<file path="config.mk">
export PLATFORM = sky130hd
export DESIGN_NAME = dsir_top
export DESIGN_NICKNAME = d
export VERILOG_FILES = /design/src/core/dsir_pkg.sv /design/src/core/dsir_subbank_mem.sv /design/src/core/dsir_top.sv
export SDC_FILE = /design/constraint.sdc
export NUM_CORES = 2
export LEC_CHECK = 0
export BUFFER_PORTS_ARGS = -buffer_cell sky130_fd_sc_hd__clkbuf_2
export CORE_MARGIN = 4
export CORE_UTILIZATION = 63
export DETAILED_ROUTE_END_ITERATION = 7
export PLACE_DENSITY = 0.83
export SYNTH_ARGS = -nofsm -noshare
export SYNTH_HDL_FRONTEND = slang
export SYNTH_SLANG_ARGS = --single-unit
</file>
<file path="constraint.sdc">
create_clock -name ref_clk -period 43.2 [get_ports ref_clk]
set_input_delay 6.48 -clock ref_clk [delete_from_list [all_inputs] [get_ports ref_clk]]
set_output_delay 6.48 -clock ref_clk [all_outputs]
set_load 0.005 [all_outputs]
</file>
<file path="src/core/dsir_pkg.sv">
// Purpose: constants and state types shared by the dma sync and irq routing block
// Assumes: 16-bit data-space register port; six channels
// Notes: subbank words live in dsir_subbank_mem
package dsir_pkg;
	// ----------------------------------------------------------------
	// sizes
	// ----------------------------------------------------------------
	localparam int NUM_CH = 6;
	localparam int DATA_W = 16;
	localparam int SUB_AW = 6;
	localparam int SUB_DEPTH = 64;

	// ----------------------------------------------------------------
	// directly addressed registers
	// ----------------------------------------------------------------
	localparam logic [15:0] ADDR_PRIORITY_ENABLE_CTRL = 16'h0054;
	localparam logic [15:0] ADDR_SUBBANK_POINTER = 16'h0055;
	localparam logic [15:0] ADDR_SUBBANK_DATA_AUTOINC = 16'h0056;
	localparam logic [15:0] ADDR_SUBBANK_DATA_PLAIN = 16'h0057;
	localparam logic [15:0] PREC_RESET = 16'h0000;
	localparam logic [15:0] POINTER_RESET = 16'h0000;
	localparam logic [15:0] POINTER_STEP = 16'h0001;

	// ----------------------------------------------------------------
	// field positions
	// ----------------------------------------------------------------
	localparam int LINE_SEL_LSB = 6;
	localparam int SYNC_LSB = 12;
	localparam int MCR_IRQ_ENABLE_BIT = 14;
	localparam int MCR_IRQ_TIMING_BIT = 13;
	localparam int MCR_ABU_BIT = 12;

	// ----------------------------------------------------------------
	// subbank layout: five words per channel
	// ----------------------------------------------------------------
	localparam logic [5:0] SUB_STRIDE = 6'h05;
	localparam logic [5:0] SUB_SFC_OFS = 6'h03;
	localparam logic [5:0] SUB_MCR_OFS = 6'h04;

	// ----------------------------------------------------------------
	// sync select codes
	// ----------------------------------------------------------------
	localparam logic [3:0] SYNC_NONE = 4'h0;
	localparam logic [3:0] SYNC_SER0_RX = 4'h1;
	localparam logic [3:0] SYNC_SER0_TX = 4'h2;
	localparam logic [3:0] SYNC_SER1_RX = 4'h5;
	localparam logic [3:0] SYNC_SER1_TX = 4'h6;
	localparam logic [3:0] SYNC_TIMER0 = 4'hd;
	localparam logic [3:0] SYNC_EXT3 = 4'he;
	localparam logic [3:0] SYNC_TIMER1 = 4'hf;

	// ----------------------------------------------------------------
	// interrupt line select values
	// ----------------------------------------------------------------
	localparam logic [1:0] LINES_RESET_MAP = 2'h0;
	localparam logic [1:0] LINES_DMA_2_3 = 2'h1;
	localparam logic [1:0] LINES_DMA_0_3 = 2'h2;

	typedef struct packed {
		logic [SUB_DEPTH-1:0][DATA_W-1:0] word;
		logic [DATA_W-1:0] rdata;
	} dsir_mem_state_t;

	typedef struct packed {
		logic [DATA_W-1:0] prec;
		logic [DATA_W-1:0] ptr;
		logic [NUM_CH-1:0][3:0] sync_sel;
		logic [NUM_CH-1:0] irq_en;
		logic [NUM_CH-1:0] irq_timing;
		logic [NUM_CH-1:0] auto_buffering_mode;
		logic ext3_s1;
		logic ext3_s2;
		logic ext3_d;
		logic rd_p1;
		logic rd_mem_p1;
		logic [DATA_W-1:0] rd_mmr_p1;
		logic rd_valid;
		logic [DATA_W-1:0] rdata;
		logic [NUM_CH-1:0] sync_evt;
		logic [NUM_CH-1:0] unsync;
		logic line6;
		logic line7;
		logic line10;
		logic line11;
		logic ch4_irq;
		logic ch5_irq;
	} dsir_state_t;
endpackage : dsir_pkg

</file>
<file path="src/core/dsir_subbank_mem.sv">
// Purpose: subbank register words behind the two data ports
// Assumes: one access per cycle; write wins if both strobes are high
// Notes: read data comes out of a register one edge after the request
module dsir_subbank_mem (
	// clock and reset
	input wire logic ref_clk,
	input wire logic rst,
	// access
	input wire logic wr_en,
	input wire logic rd_en,
	input wire logic [dsir_pkg::SUB_AW-1:0] addr,
	input wire logic [dsir_pkg::DATA_W-1:0] wdata,
	output logic [dsir_pkg::DATA_W-1:0] rdata
);
	import dsir_pkg::*;

	dsir_mem_state_t st;
	dsir_mem_state_t next_st;

	// write stores, read registers the addressed word
	always_comb begin
		next_st = st;
		if (wr_en) begin
			next_st.word[addr] = wdata;
		end else if (rd_en) begin
			next_st.rdata = st.word[addr];
		end
	end

	// whole array clears at reset so reads never return unknowns
	always_ff @(posedge ref_clk or posedge rst) begin
		if (rst) begin
			st <= '0;
		end else begin
			st <= next_st;
		end
	end

	assign rdata = st.rdata;
endmodule : dsir_subbank_mem

</file>
<file path="src/core/dsir_top.sv">
// Purpose: dma sync event selection, channel interrupt generation, cpu line routing
// Assumes: peripheral events and engine status are pulses on ref_clk; ext irq 3 is a pin
// Notes: reads answer two edges after the request; writes take effect at the next edge
//
// Behaviour
// - interrupt enable bit 0 blocks every interrupt of that channel.
// - auto-buffering: timing 0 interrupts at full, timing 1 at half and full.
// - multi-frame: timing 0 interrupts at block end, timing 1 also each frame end.
// - each channel paced by the event in its 4-bit select; zero means unsynchronised.
// - codes 0001b/0010b serial 0 rx/tx, 0101b/0110b serial 1 rx/tx.
// - codes 1101b timer 0, 1110b external interrupt 3, 1111b timer 1.
// - every channel can interrupt; channels 0 to 3 via shared cpu lines.
// - ch1 shares line 7 with timer 1; ch2/ch3 lines 10/11; ch0 line 6.
// - reset line select 00b keeps timer 1 and serial 1 irqs on the lines.
// - line select 01b puts channels 2 and 3 on lines 10 and 11.
// - line select 10b puts channels 0 to 3 on lines 6, 7, 10, 11.
// - control register at 54h, subbank pointer at 55h.
// - auto-advance data port at 56h, plain data port at 57h.
// - access through the auto-advance port increments the pointer afterwards.
// - all other dma registers are reached only through pointer and data ports.
module dsir_top (
	// clock and reset
	input wire logic ref_clk,
	input wire logic rst,
	// cpu data-space register port
	input wire logic [15:0] cpu_addr,
	input wire logic cpu_wr,
	input wire logic cpu_rd,
	input wire logic [dsir_pkg::DATA_W-1:0] cpu_wdata,
	output logic [dsir_pkg::DATA_W-1:0] cpu_rdata,
	output logic cpu_rd_valid,
	// synchronising sources
	input wire logic serial0_rx_evt,
	input wire logic serial0_tx_evt,
	input wire logic serial1_rx_evt,
	input wire logic serial1_tx_evt,
	input wire logic timer0_irq,
	input wire logic ext_irq3_pin,
	// shared cpu interrupt sources
	input wire logic timer1_irq,
	input wire logic serial1_rx_irq,
	input wire logic serial1_tx_irq,
	// transfer engine status, per channel
	input wire logic [dsir_pkg::NUM_CH-1:0] buf_half_evt,
	input wire logic [dsir_pkg::NUM_CH-1:0] buf_full_evt,
	input wire logic [dsir_pkg::NUM_CH-1:0] frame_end_evt,
	input wire logic [dsir_pkg::NUM_CH-1:0] block_end_evt,
	// pacing to the transfer engine
	output logic [dsir_pkg::NUM_CH-1:0] chan_sync_evt,
	output logic [dsir_pkg::NUM_CH-1:0] chan_unsync,
	// cpu interrupt lines
	output logic cpu_irq_line6,
	output logic cpu_irq_line7,
	output logic cpu_irq_line10,
	output logic cpu_irq_line11,
	output logic dma_ch4_irq,
	output logic dma_ch5_irq
);
	import dsir_pkg::*;

	dsir_state_t st;
	dsir_state_t next_st;

	logic hit_prec;
	logic hit_ptr;
	logic hit_inc;
	logic hit_plain;
	logic mem_wr;
	logic mem_rd;
	logic ext3_rise;
	logic [1:0] line_sel;
	logic [NUM_CH-1:0] chan_irq;
	logic [NUM_CH-1:0] evt_now;
	logic [DATA_W-1:0] mem_rdata;
	logic [SUB_AW-1:0] sub_idx;

	// ----------------------------------------------------------------
	// address decode
	// ----------------------------------------------------------------
	// only four locations exist; everything else reads zero and ignores writes
	always_comb begin
		hit_prec = 1'b0;
		hit_ptr = 1'b0;
		hit_inc = 1'b0;
		hit_plain = 1'b0;
		if (cpu_addr == ADDR_PRIORITY_ENABLE_CTRL) begin
			hit_prec = 1'b1;
		end else if (cpu_addr == ADDR_SUBBANK_POINTER) begin
			hit_ptr = 1'b1;
		end else if (cpu_addr == ADDR_SUBBANK_DATA_AUTOINC) begin
			hit_inc = 1'b1;
		end else if (cpu_addr == ADDR_SUBBANK_DATA_PLAIN) begin
			hit_plain = 1'b1;
		end
	end

	// channel words sit only behind the data ports
	assign sub_idx = st.ptr[SUB_AW-1:0];
	assign mem_wr = cpu_wr && (hit_inc || hit_plain);
	assign mem_rd = cpu_rd && !cpu_wr && (hit_inc || hit_plain);

	dsir_subbank_mem u_mem (
		.ref_clk(ref_clk),
		.rst(rst),
		.wr_en(mem_wr),
		.rd_en(mem_rd),
		.addr(sub_idx),
		.wdata(cpu_wdata),
		.rdata(mem_rdata)
	);

	// ----------------------------------------------------------------
	// event selection and channel interrupts
	// ----------------------------------------------------------------
	// edge taken from the second sync stage so a slow pin counts once
	assign ext3_rise = st.ext3_s2 && !st.ext3_d;
	assign line_sel = st.prec[LINE_SEL_LSB +: 2];

	always_comb begin
		for (int ch = 0; ch < NUM_CH; ch++) begin
			case (st.sync_sel[ch])
				SYNC_SER0_RX: evt_now[ch] = serial0_rx_evt;
				SYNC_SER0_TX: evt_now[ch] = serial0_tx_evt;
				SYNC_SER1_RX: evt_now[ch] = serial1_rx_evt;
				SYNC_SER1_TX: evt_now[ch] = serial1_tx_evt;
				SYNC_TIMER0: evt_now[ch] = timer0_irq;
				SYNC_EXT3: evt_now[ch] = ext3_rise;
				SYNC_TIMER1: evt_now[ch] = timer1_irq;
				default: evt_now[ch] = 1'b0;
			endcase
			if (!st.irq_en[ch]) begin
				chan_irq[ch] = 1'b0;
			end else if (st.auto_buffering_mode[ch]) begin
				chan_irq[ch] = buf_full_evt[ch] || (st.irq_timing[ch] && buf_half_evt[ch]);
			end else begin
				chan_irq[ch] = block_end_evt[ch] || (st.irq_timing[ch] && frame_end_evt[ch]);
			end
		end
	end

	// ----------------------------------------------------------------
	// next state
	// ----------------------------------------------------------------
	always_comb begin
		next_st = st;
		// external interrupt 3 crosses in through two flops
		next_st.ext3_s1 = ext_irq3_pin;
		next_st.ext3_s2 = st.ext3_s1;
		next_st.ext3_d = st.ext3_s2;

		// direct registers
		if (cpu_wr && hit_prec) begin
			next_st.prec = cpu_wdata;
		end
		if (cpu_wr && hit_ptr) begin
			next_st.ptr = cpu_wdata;
		end else if ((cpu_wr || cpu_rd) && hit_inc) begin
			next_st.ptr = st.ptr + POINTER_STEP;
		end

		// shadow the channel fields this block acts on as they are written
		for (int ch = 0; ch < NUM_CH; ch++) begin
			if (mem_wr && sub_idx == 6'(ch) * SUB_STRIDE + SUB_SFC_OFS) begin
				next_st.sync_sel[ch] = cpu_wdata[SYNC_LSB +: 4];
			end
			if (mem_wr && sub_idx == 6'(ch) * SUB_STRIDE + SUB_MCR_OFS) begin
				next_st.irq_en[ch] = cpu_wdata[MCR_IRQ_ENABLE_BIT];
				next_st.irq_timing[ch] = cpu_wdata[MCR_IRQ_TIMING_BIT];
				next_st.auto_buffering_mode[ch] = cpu_wdata[MCR_ABU_BIT];
			end
			// reserved codes behave like no synchronisation
			next_st.unsync[ch] = !(st.sync_sel[ch] inside {SYNC_SER0_RX, SYNC_SER0_TX,
				SYNC_SER1_RX, SYNC_SER1_TX, SYNC_TIMER0, SYNC_EXT3, SYNC_TIMER1});
		end
		next_st.sync_evt = evt_now;

		// read pipeline: capture at request, mux with memory word one edge later
		next_st.rd_p1 = cpu_rd && !cpu_wr;
		next_st.rd_mem_p1 = mem_rd;
		next_st.rd_mmr_p1 = '0;
		if (hit_prec) begin
			next_st.rd_mmr_p1 = st.prec;
		end else if (hit_ptr) begin
			next_st.rd_mmr_p1 = st.ptr;
		end
		next_st.rd_valid = st.rd_p1;
		next_st.rdata = '0;
		if (st.rd_p1) begin
			next_st.rdata = st.rd_mem_p1 ? mem_rdata : st.rd_mmr_p1;
		end

		// line routing; 00b and the reserved 11b keep the reset mapping
		next_st.line6 = 1'b0;
		next_st.line7 = timer1_irq;
		next_st.line10 = serial1_rx_irq;
		next_st.line11 = serial1_tx_irq;
		if (line_sel == LINES_DMA_2_3) begin
			next_st.line10 = chan_irq[2];
			next_st.line11 = chan_irq[3];
		end else if (line_sel == LINES_DMA_0_3) begin
			next_st.line6 = chan_irq[0];
			next_st.line7 = chan_irq[1];
			next_st.line10 = chan_irq[2];
			next_st.line11 = chan_irq[3];
		end
		// channels 4 and 5 have lines of their own
		next_st.ch4_irq = chan_irq[4];
		next_st.ch5_irq = chan_irq[5];
	end

	// ----------------------------------------------------------------
	// state register
	// ----------------------------------------------------------------
	// reset sets line select 00b so no dma interrupt of channels 0 to 3 reaches the cpu
	always_ff @(posedge ref_clk or posedge rst) begin
		if (rst) begin
			st <= '0;
			st.prec <= PREC_RESET;
			st.ptr <= POINTER_RESET;
			st.unsync <= '1;
		end else begin
			st <= next_st;
		end
	end

	// ----------------------------------------------------------------
	// outputs, all from flops
	// ----------------------------------------------------------------
	assign cpu_rdata = st.rdata;
	assign cpu_rd_valid = st.rd_valid;
	assign chan_sync_evt = st.sync_evt;
	assign chan_unsync = st.unsync;
	assign cpu_irq_line6 = st.line6;
	assign cpu_irq_line7 = st.line7;
	assign cpu_irq_line10 = st.line10;
	assign cpu_irq_line11 = st.line11;
	assign dma_ch4_irq = st.ch4_irq;
	assign dma_ch5_irq = st.ch5_irq;
endmodule : dsir_top

</file>
== Word level (Yosys, flattened, before mapping) ==
Index checks and enable logic that the tools add are counted.

* Logic and storage cells: 275
* Output and inout bits: 35
* Flip-flop bits (word level): 1170

* Reductions and logical operators: 62
* Equality and inequality tests: 60
* Add/sub/neg operators: 1
* $lt $le $gt $ge: 2
* Bitwise gates (word level): 1
* Multiplexer cells: 42

{| class="wikitable"
|+ Operators with widths
! operator !! count
|-
| 1024-bit bitwise mux || 1
|-
| 16-bit 2-to-1 mux || 8
|-
| 16-bit binary-select mux with 6-bit select || 1
|-
| 16-bit demux with 6-bit select || 1
|-
| 4-bit equality test, second input constant || 18
|-
| 16-bit by 7-bit equality test with 1-bit output, second input constant || 4
|-
| 4-bit by 3-bit equality test with 1-bit output, second input constant || 12
|-
| 1-bit case mux with 7 select lines || 6
|-
| 7-bit nonzero test || 6
|-
| 6-bit by 5-bit equality test with 1-bit output, second input constant || 6
|-
| 1-bit logical AND || 32
|-
| 4-bit by 1-bit equality test with 1-bit output, second input constant || 6
|-
| 4-bit by 2-bit equality test with 1-bit output, second input constant || 6
|-
| 6-bit by 4-bit equality test with 1-bit output, second input constant || 4
|-
| 1-bit 2-to-1 mux || 22
|-
| 16-bit by 1-bit adder with 16-bit output, second input constant || 1
|-
| 1-bit logical OR || 14
|-
| 1-bit zero test || 8
|-
| 6-bit by 7-bit less-than comparator with 1-bit output, second input constant || 1
|-
| 6-bit by 2-bit equality test with 1-bit output, second input constant || 1
|-
| 6-bit by 3-bit equality test with 1-bit output, second input constant || 1
|-
| 6-bit by 1-bit >= comparator with 1-bit output, second input constant || 1
|-
| 2-bit 2-to-1 mux || 2
|-
| 4-bit 2-to-1 mux || 1
|-
| other kinds (5) || 5
|}

== Longest topological paths before layout ==
* Word-level depth: 9
* Depth in mapped cells: 11

== Modules after synthesis ==
A second synthesis with hierarchy kept.

* Cell total of the unflattened synthesis: 3885
* Area, all modules: 54034.3 um^2

{| class="wikitable"
|+ By module, submodules not included
! module !! cells each !! times used !! area each (um^2)
|-
| dsir_subbank_mem || 3325 || 1 || 47688.2
|-
| dsir_top || 560 || 1 || 6346.1
|}

== Worst setup path before layout ==
OpenSTA, ideal clock, no wires.

* Path kind: input to register
* From: input cpu_addr[13]
* To: register u_mem.st[368] (netlist bit)
* Data arrival time: 8307 ps
* Setup time: 125 ps
* Data required time: 43075 ps
* Stages on the path: 7
* Path slack: 34768 ps
* Buffers on the path: 1
* Cell sequence: nor4_4 nand3_2 nor2_8 nand2_8 nor2_8 buf_8 mux2_2

* Word-level cells in the longest chain between the ends: 7
* Elaborated cells between the ends (all ways): 13
* Classes of those cells: 4 x eq/ne; 7 x mux; 2 x reduce/logical

{| class="wikitable"
|+ Ends and longest elaborated chain
! item !! line !! RTL
|-
| from (decl) || dsir_top.sv:26 || <nowiki>input wire logic [15:0] cpu_addr,</nowiki>
|-
| 16-bit by 7-bit equality test with 1-bit output || dsir_top.sv:92 || <nowiki>end else if (cpu_addr == ADDR_SUBBANK_DATA_PLAIN) begin</nowiki>
|-
| 1-bit 2-to-1 mux || dsir_top.sv:92 ||
|-
| 1-bit 2-to-1 mux || dsir_top.sv:90 || <nowiki>end else if (cpu_addr == ADDR_SUBBANK_DATA_AUTOINC) begin</nowiki>
|-
| 1-bit 2-to-1 mux || dsir_top.sv:88 || <nowiki>end else if (cpu_addr == ADDR_SUBBANK_POINTER) begin</nowiki>
|-
| 1-bit 2-to-1 mux || dsir_top.sv:86 || <nowiki>if (cpu_addr == ADDR_PRIORITY_ENABLE_CTRL) begin</nowiki>
|-
| 1-bit logical OR * || dsir_top.sv:99 || <nowiki>assign mem_wr = cpu_wr && (hit_inc || hit_plain);</nowiki>
|-
| 1-bit logical AND * || dsir_top.sv:99 ||
|-
| to (signal assigned) || dsir_subbank_mem.sv:35 || <nowiki>st <= next_st;</nowiki>
|-
| to (decl) || dsir_subbank_mem.sv:17 || <nowiki>dsir_mem_state_t st;</nowiki>
|}

Mark *: on every way between the ends. The rest lies on a longest branch, timed or not.
A chain may end at the register's enable or synchronous reset.

==> summary.txt <==
Final ANT Viol Nets = 0
Reg clk slew, reported paths = 0.06 ns
DRT Wirelength = 154 mm
Worst hold endpoint = next_st[53]
Critical path endpoint category = async pin
Maximum vdd drop = 0.0351 mV
Fin crit share = 23.1%
Core Footprint = 86800 um^2
Total gr overflow = 0
Max-slew headroom = -0.0189%
Initial Util = 63.6%
Filler cell count = 5773
All-Layer GR Usage = 33.1%
Die X = 304 um
Cell variety after synth = 81
Syn avg cell area = 14.1 um^2
Max-slew violations = 1
Worst min-delay path category = register to register
Worst r2r path cells = 6
EDFF count, synth = 0
Simple-gate area share of the yosys netlist = 5.89%
Kind of critical path = primary input to async pin
DRT iter0 DRCs = 4139
TritonCTS Buffers = 115
Vias in the first global route = 36600
Layout Skew = 0.0378 ns
Post-route minimum period = 9.97 ns
DRC viols = 0
Leakage = 29.4 nW
Clock Latency Late Sink = 0.71 ns
Die area = 92300 um^2
Layout cells sized above 1 = 43.8%
Num Clock Sinks = 1170
Cts repair resizes = 0
RR Endpoint = u_mem.st[820]
Min-delay src = next_st[54]
Hold Buf Count CTS = 0
Synth Area in XOR/XNOR = 0.0159%
Area growth, synth to finish = 8.26%
Top-Level Pins = 104
DR WL/cell = 30.3 um
Post-Synthesis Net Count = 3989
Power Dens Cells = 37.1 nW/um^2
Hold path depth = 0
Synth warn = 0
R2r startpoint = st[99]
First-pass GRT wire length = 234 mm
Via count = 35300
Hold slack = 0.352 ns
Setup TNS Final = 0 ns
Initial antenna violation count = 5
Ys async rst share = 100%
Outcome = finished, violations left
RSZ-0062 raised after global routing = no
Hpwl dp = 90.7 mm
Worst-path fanout max = 116
Clk buf depth = 3
Floorplan row count = 108
Number of iterations in the first detailed-routing pass = 6
Multi-input gate area = 23700 um^2
Register-to-register setup slack = 37.89 ns
FF/Latch Area = 29300 um^2
Setup Fix Bufs, Post-CTS = 0
Final setup fails = 0
Worst Tran Pin Value = 1.46 ns
Post-synth top flop = dfrtp_1
Endpoints failing hold = 0
Mux contribution to synthesized area = 30.2%
Die Y = 304 um
Nets = 3909
Largest net degree at the start of global routing = 185
Area share of fa/ha/maj cells after synthesis = 0.0908%
Failing checks = max-capacitance violations, max-slew violations
Compound-gate portion of the synthesized area = 6.68%
Startpoint Class = primary input
Clk root buf = clkbuf_16
CP Data Arrival Time = 10.62 ns
Port bufs = 103
CTS tree = built
WP data required = 43.86 ns
Fmax = 100 MHz
Mapped cell area = 55100 um^2
Vias/cell = 6.94
GPL Wtd Cong = 0.927
Mapped Cells = 3916
Flops & latches, synth = 1170
Post-synthesis sequential area ratio = 53.1%
Max H-tree Level = 3
Max Cap Violations = 1
Largest family of logic cells by synthesized area = multiplexers
[metal layers]
layer	vias to the layer above	share of wire [%]	global-route usage [%]	wire (um)
li1	14300	-	-	-
met1	18600	38	44.1	59300
met2	1976	45	49.5	68800
met3	481	11	9.29	16300
met4	6	6.3	18.5	9730
met5	-	0.022	0	34
[report_power, final]
| part | switching (mW) | leakage [nW] | internal [mW] | total [mW] |
|---|---|---|---|---|
| registers | 0.000361 | 16.3 | 1.10 | 1.10 |
| clock network | 0.436 | 2.02 | 0.634 | 1.07 |
| logic | 0.0443 | 11.0 | 0.00634 | 0.0507 |
[state kept, by name, summed over array words and instances (netlist names)]
| name | cells |
|---|---|
| u_mem.st | 1024 |
| st | 90 |
| cpu_rdata | 16 |
| u_mem.rdata | 16 |
| chan_sync_evt | 6 |
| chan_unsync | 6 |
| next_st | 3 |
| line_sel | 2 |
| cpu_irq_line10 | 1 |
| cpu_irq_line11 | 1 |
| cpu_irq_line6 | 1 |
| cpu_irq_line7 | 1 |
| cpu_rd_valid | 1 |
| dma_ch4_irq | 1 |
| dma_ch5_irq | 1 |
[cell type report]
class | instances | area share, %
clock inverter | 48 | 1.06
multi-input combinational | 2351 | 39.7
antenna | 1 | 0.00419
inverter | 24 | 0.163
tap | 1155 | 2.42
clock buffer | 165 | 5.74
timing repair buffer | 174 | 1.82
sequential | 1170 | 49.1
[cells in the mapped netlist, types with 41 or more instances]
master,number,area share [%]
buf_4,57,0.78
nand2_1,96,0.65
mux2_2,1109,23
nor2_1,87,0.59
a21oi_1,67,0.61
dfrtp_1,1164,53
o22ai_1,44,0.50
nand3_1,41,0.37
clkbuf_1,179,1.2
a22oi_1,64,0.87
mux4_2,94,3.8
o21ai_0,66,0.60
a221oi_1,71,1.1
nor2_8,56,2.0
buf_2,73,0.66
buf_6,52,1.1
nor2b_1,41,0.47
mux2i_1,138,2.5
[cells by family after synthesis]
family                     Yosys count
buffers and inverters              395
xor gates and xnor gates             1
DFF                               1170
muxes                             1393
and+or+nand+nor                    445
AOI/OAI and AO/OA                  508
adders and majority gates            4
[per-stage QoR]
stage | worst slack [ns] | area (um^2) | util [%] | power [mW] | std cells
floorplan | 3.77 | 55100 | - | 1.15 | 3916
global placement | 32.37 | 55600 | 64.1 | 1.17 | 4874
detailed placement | 32.34 | 55600 | 64.1 | 1.17 | 4874
CTS | 33.08 | 59700 | 68.8 | 2.22 | 5087
global route | 32.55 | 59700 | 68.8 | 2.27 | 5087
finish | 33.23 | 59700 | 68.8 | 2.22 | 5088
[cell usage in the layout, fill, tap and decap left out, types with 8 or more instances in the layout]
cell and instances:
dfrtp_1 1161, mux2_2 1109, mux2i_1 138, clkbuf_16 118, clkbuf_2 101, nand2_1 96
mux4_2 94, nor2_1 83, a221oi_1 71, buf_4 68, a21oi_1 67, o21ai_0 66
a22oi_1 64, nor2_8 56, o22ai_1 44, nand3_1 41, nor2b_1 37, a31oi_1 33
mux2_1 32, a22o_1 32, clkbuf_8 30, clkinv_2 27, a221o_1 23, inv_1 21
mux2_4 20, clkbuf_1 17, nor3_1 15, and3_1 15, bufinv_16 14, nor2_2 11
o2bb2ai_1 11, nand2b_1 9, o211ai_1 9, a211oi_1 9, nand4_1 8, o31ai_1 8
a2111oi_0 8
[how the worst max path moves through the flow]
stage	slack, ns	cells after the start	end	from
2_1_floorplan	3.77	1	chan_sync_evt[0]	rst
3_3_place_gp	32.37	6	u_mem.st[616]	rst
3_5_place_dp	32.34	6	u_mem.st[616]	rst
4_1_cts	33.08	6	u_mem.st[616]	rst
5_1_grt	32.55	6	u_mem.st[648]	rst
6_report	33.23	6	u_mem.st[632]	rst
[critical path, cell delays in order]
cell and delay (ns):
clkbuf_2 0.12, inv_8 0.50, buf_4 0.80, buf_4 0.85
buf_4 0.76, buf_4 0.88
Note: power is estimated with default switching activity, not from simulation.
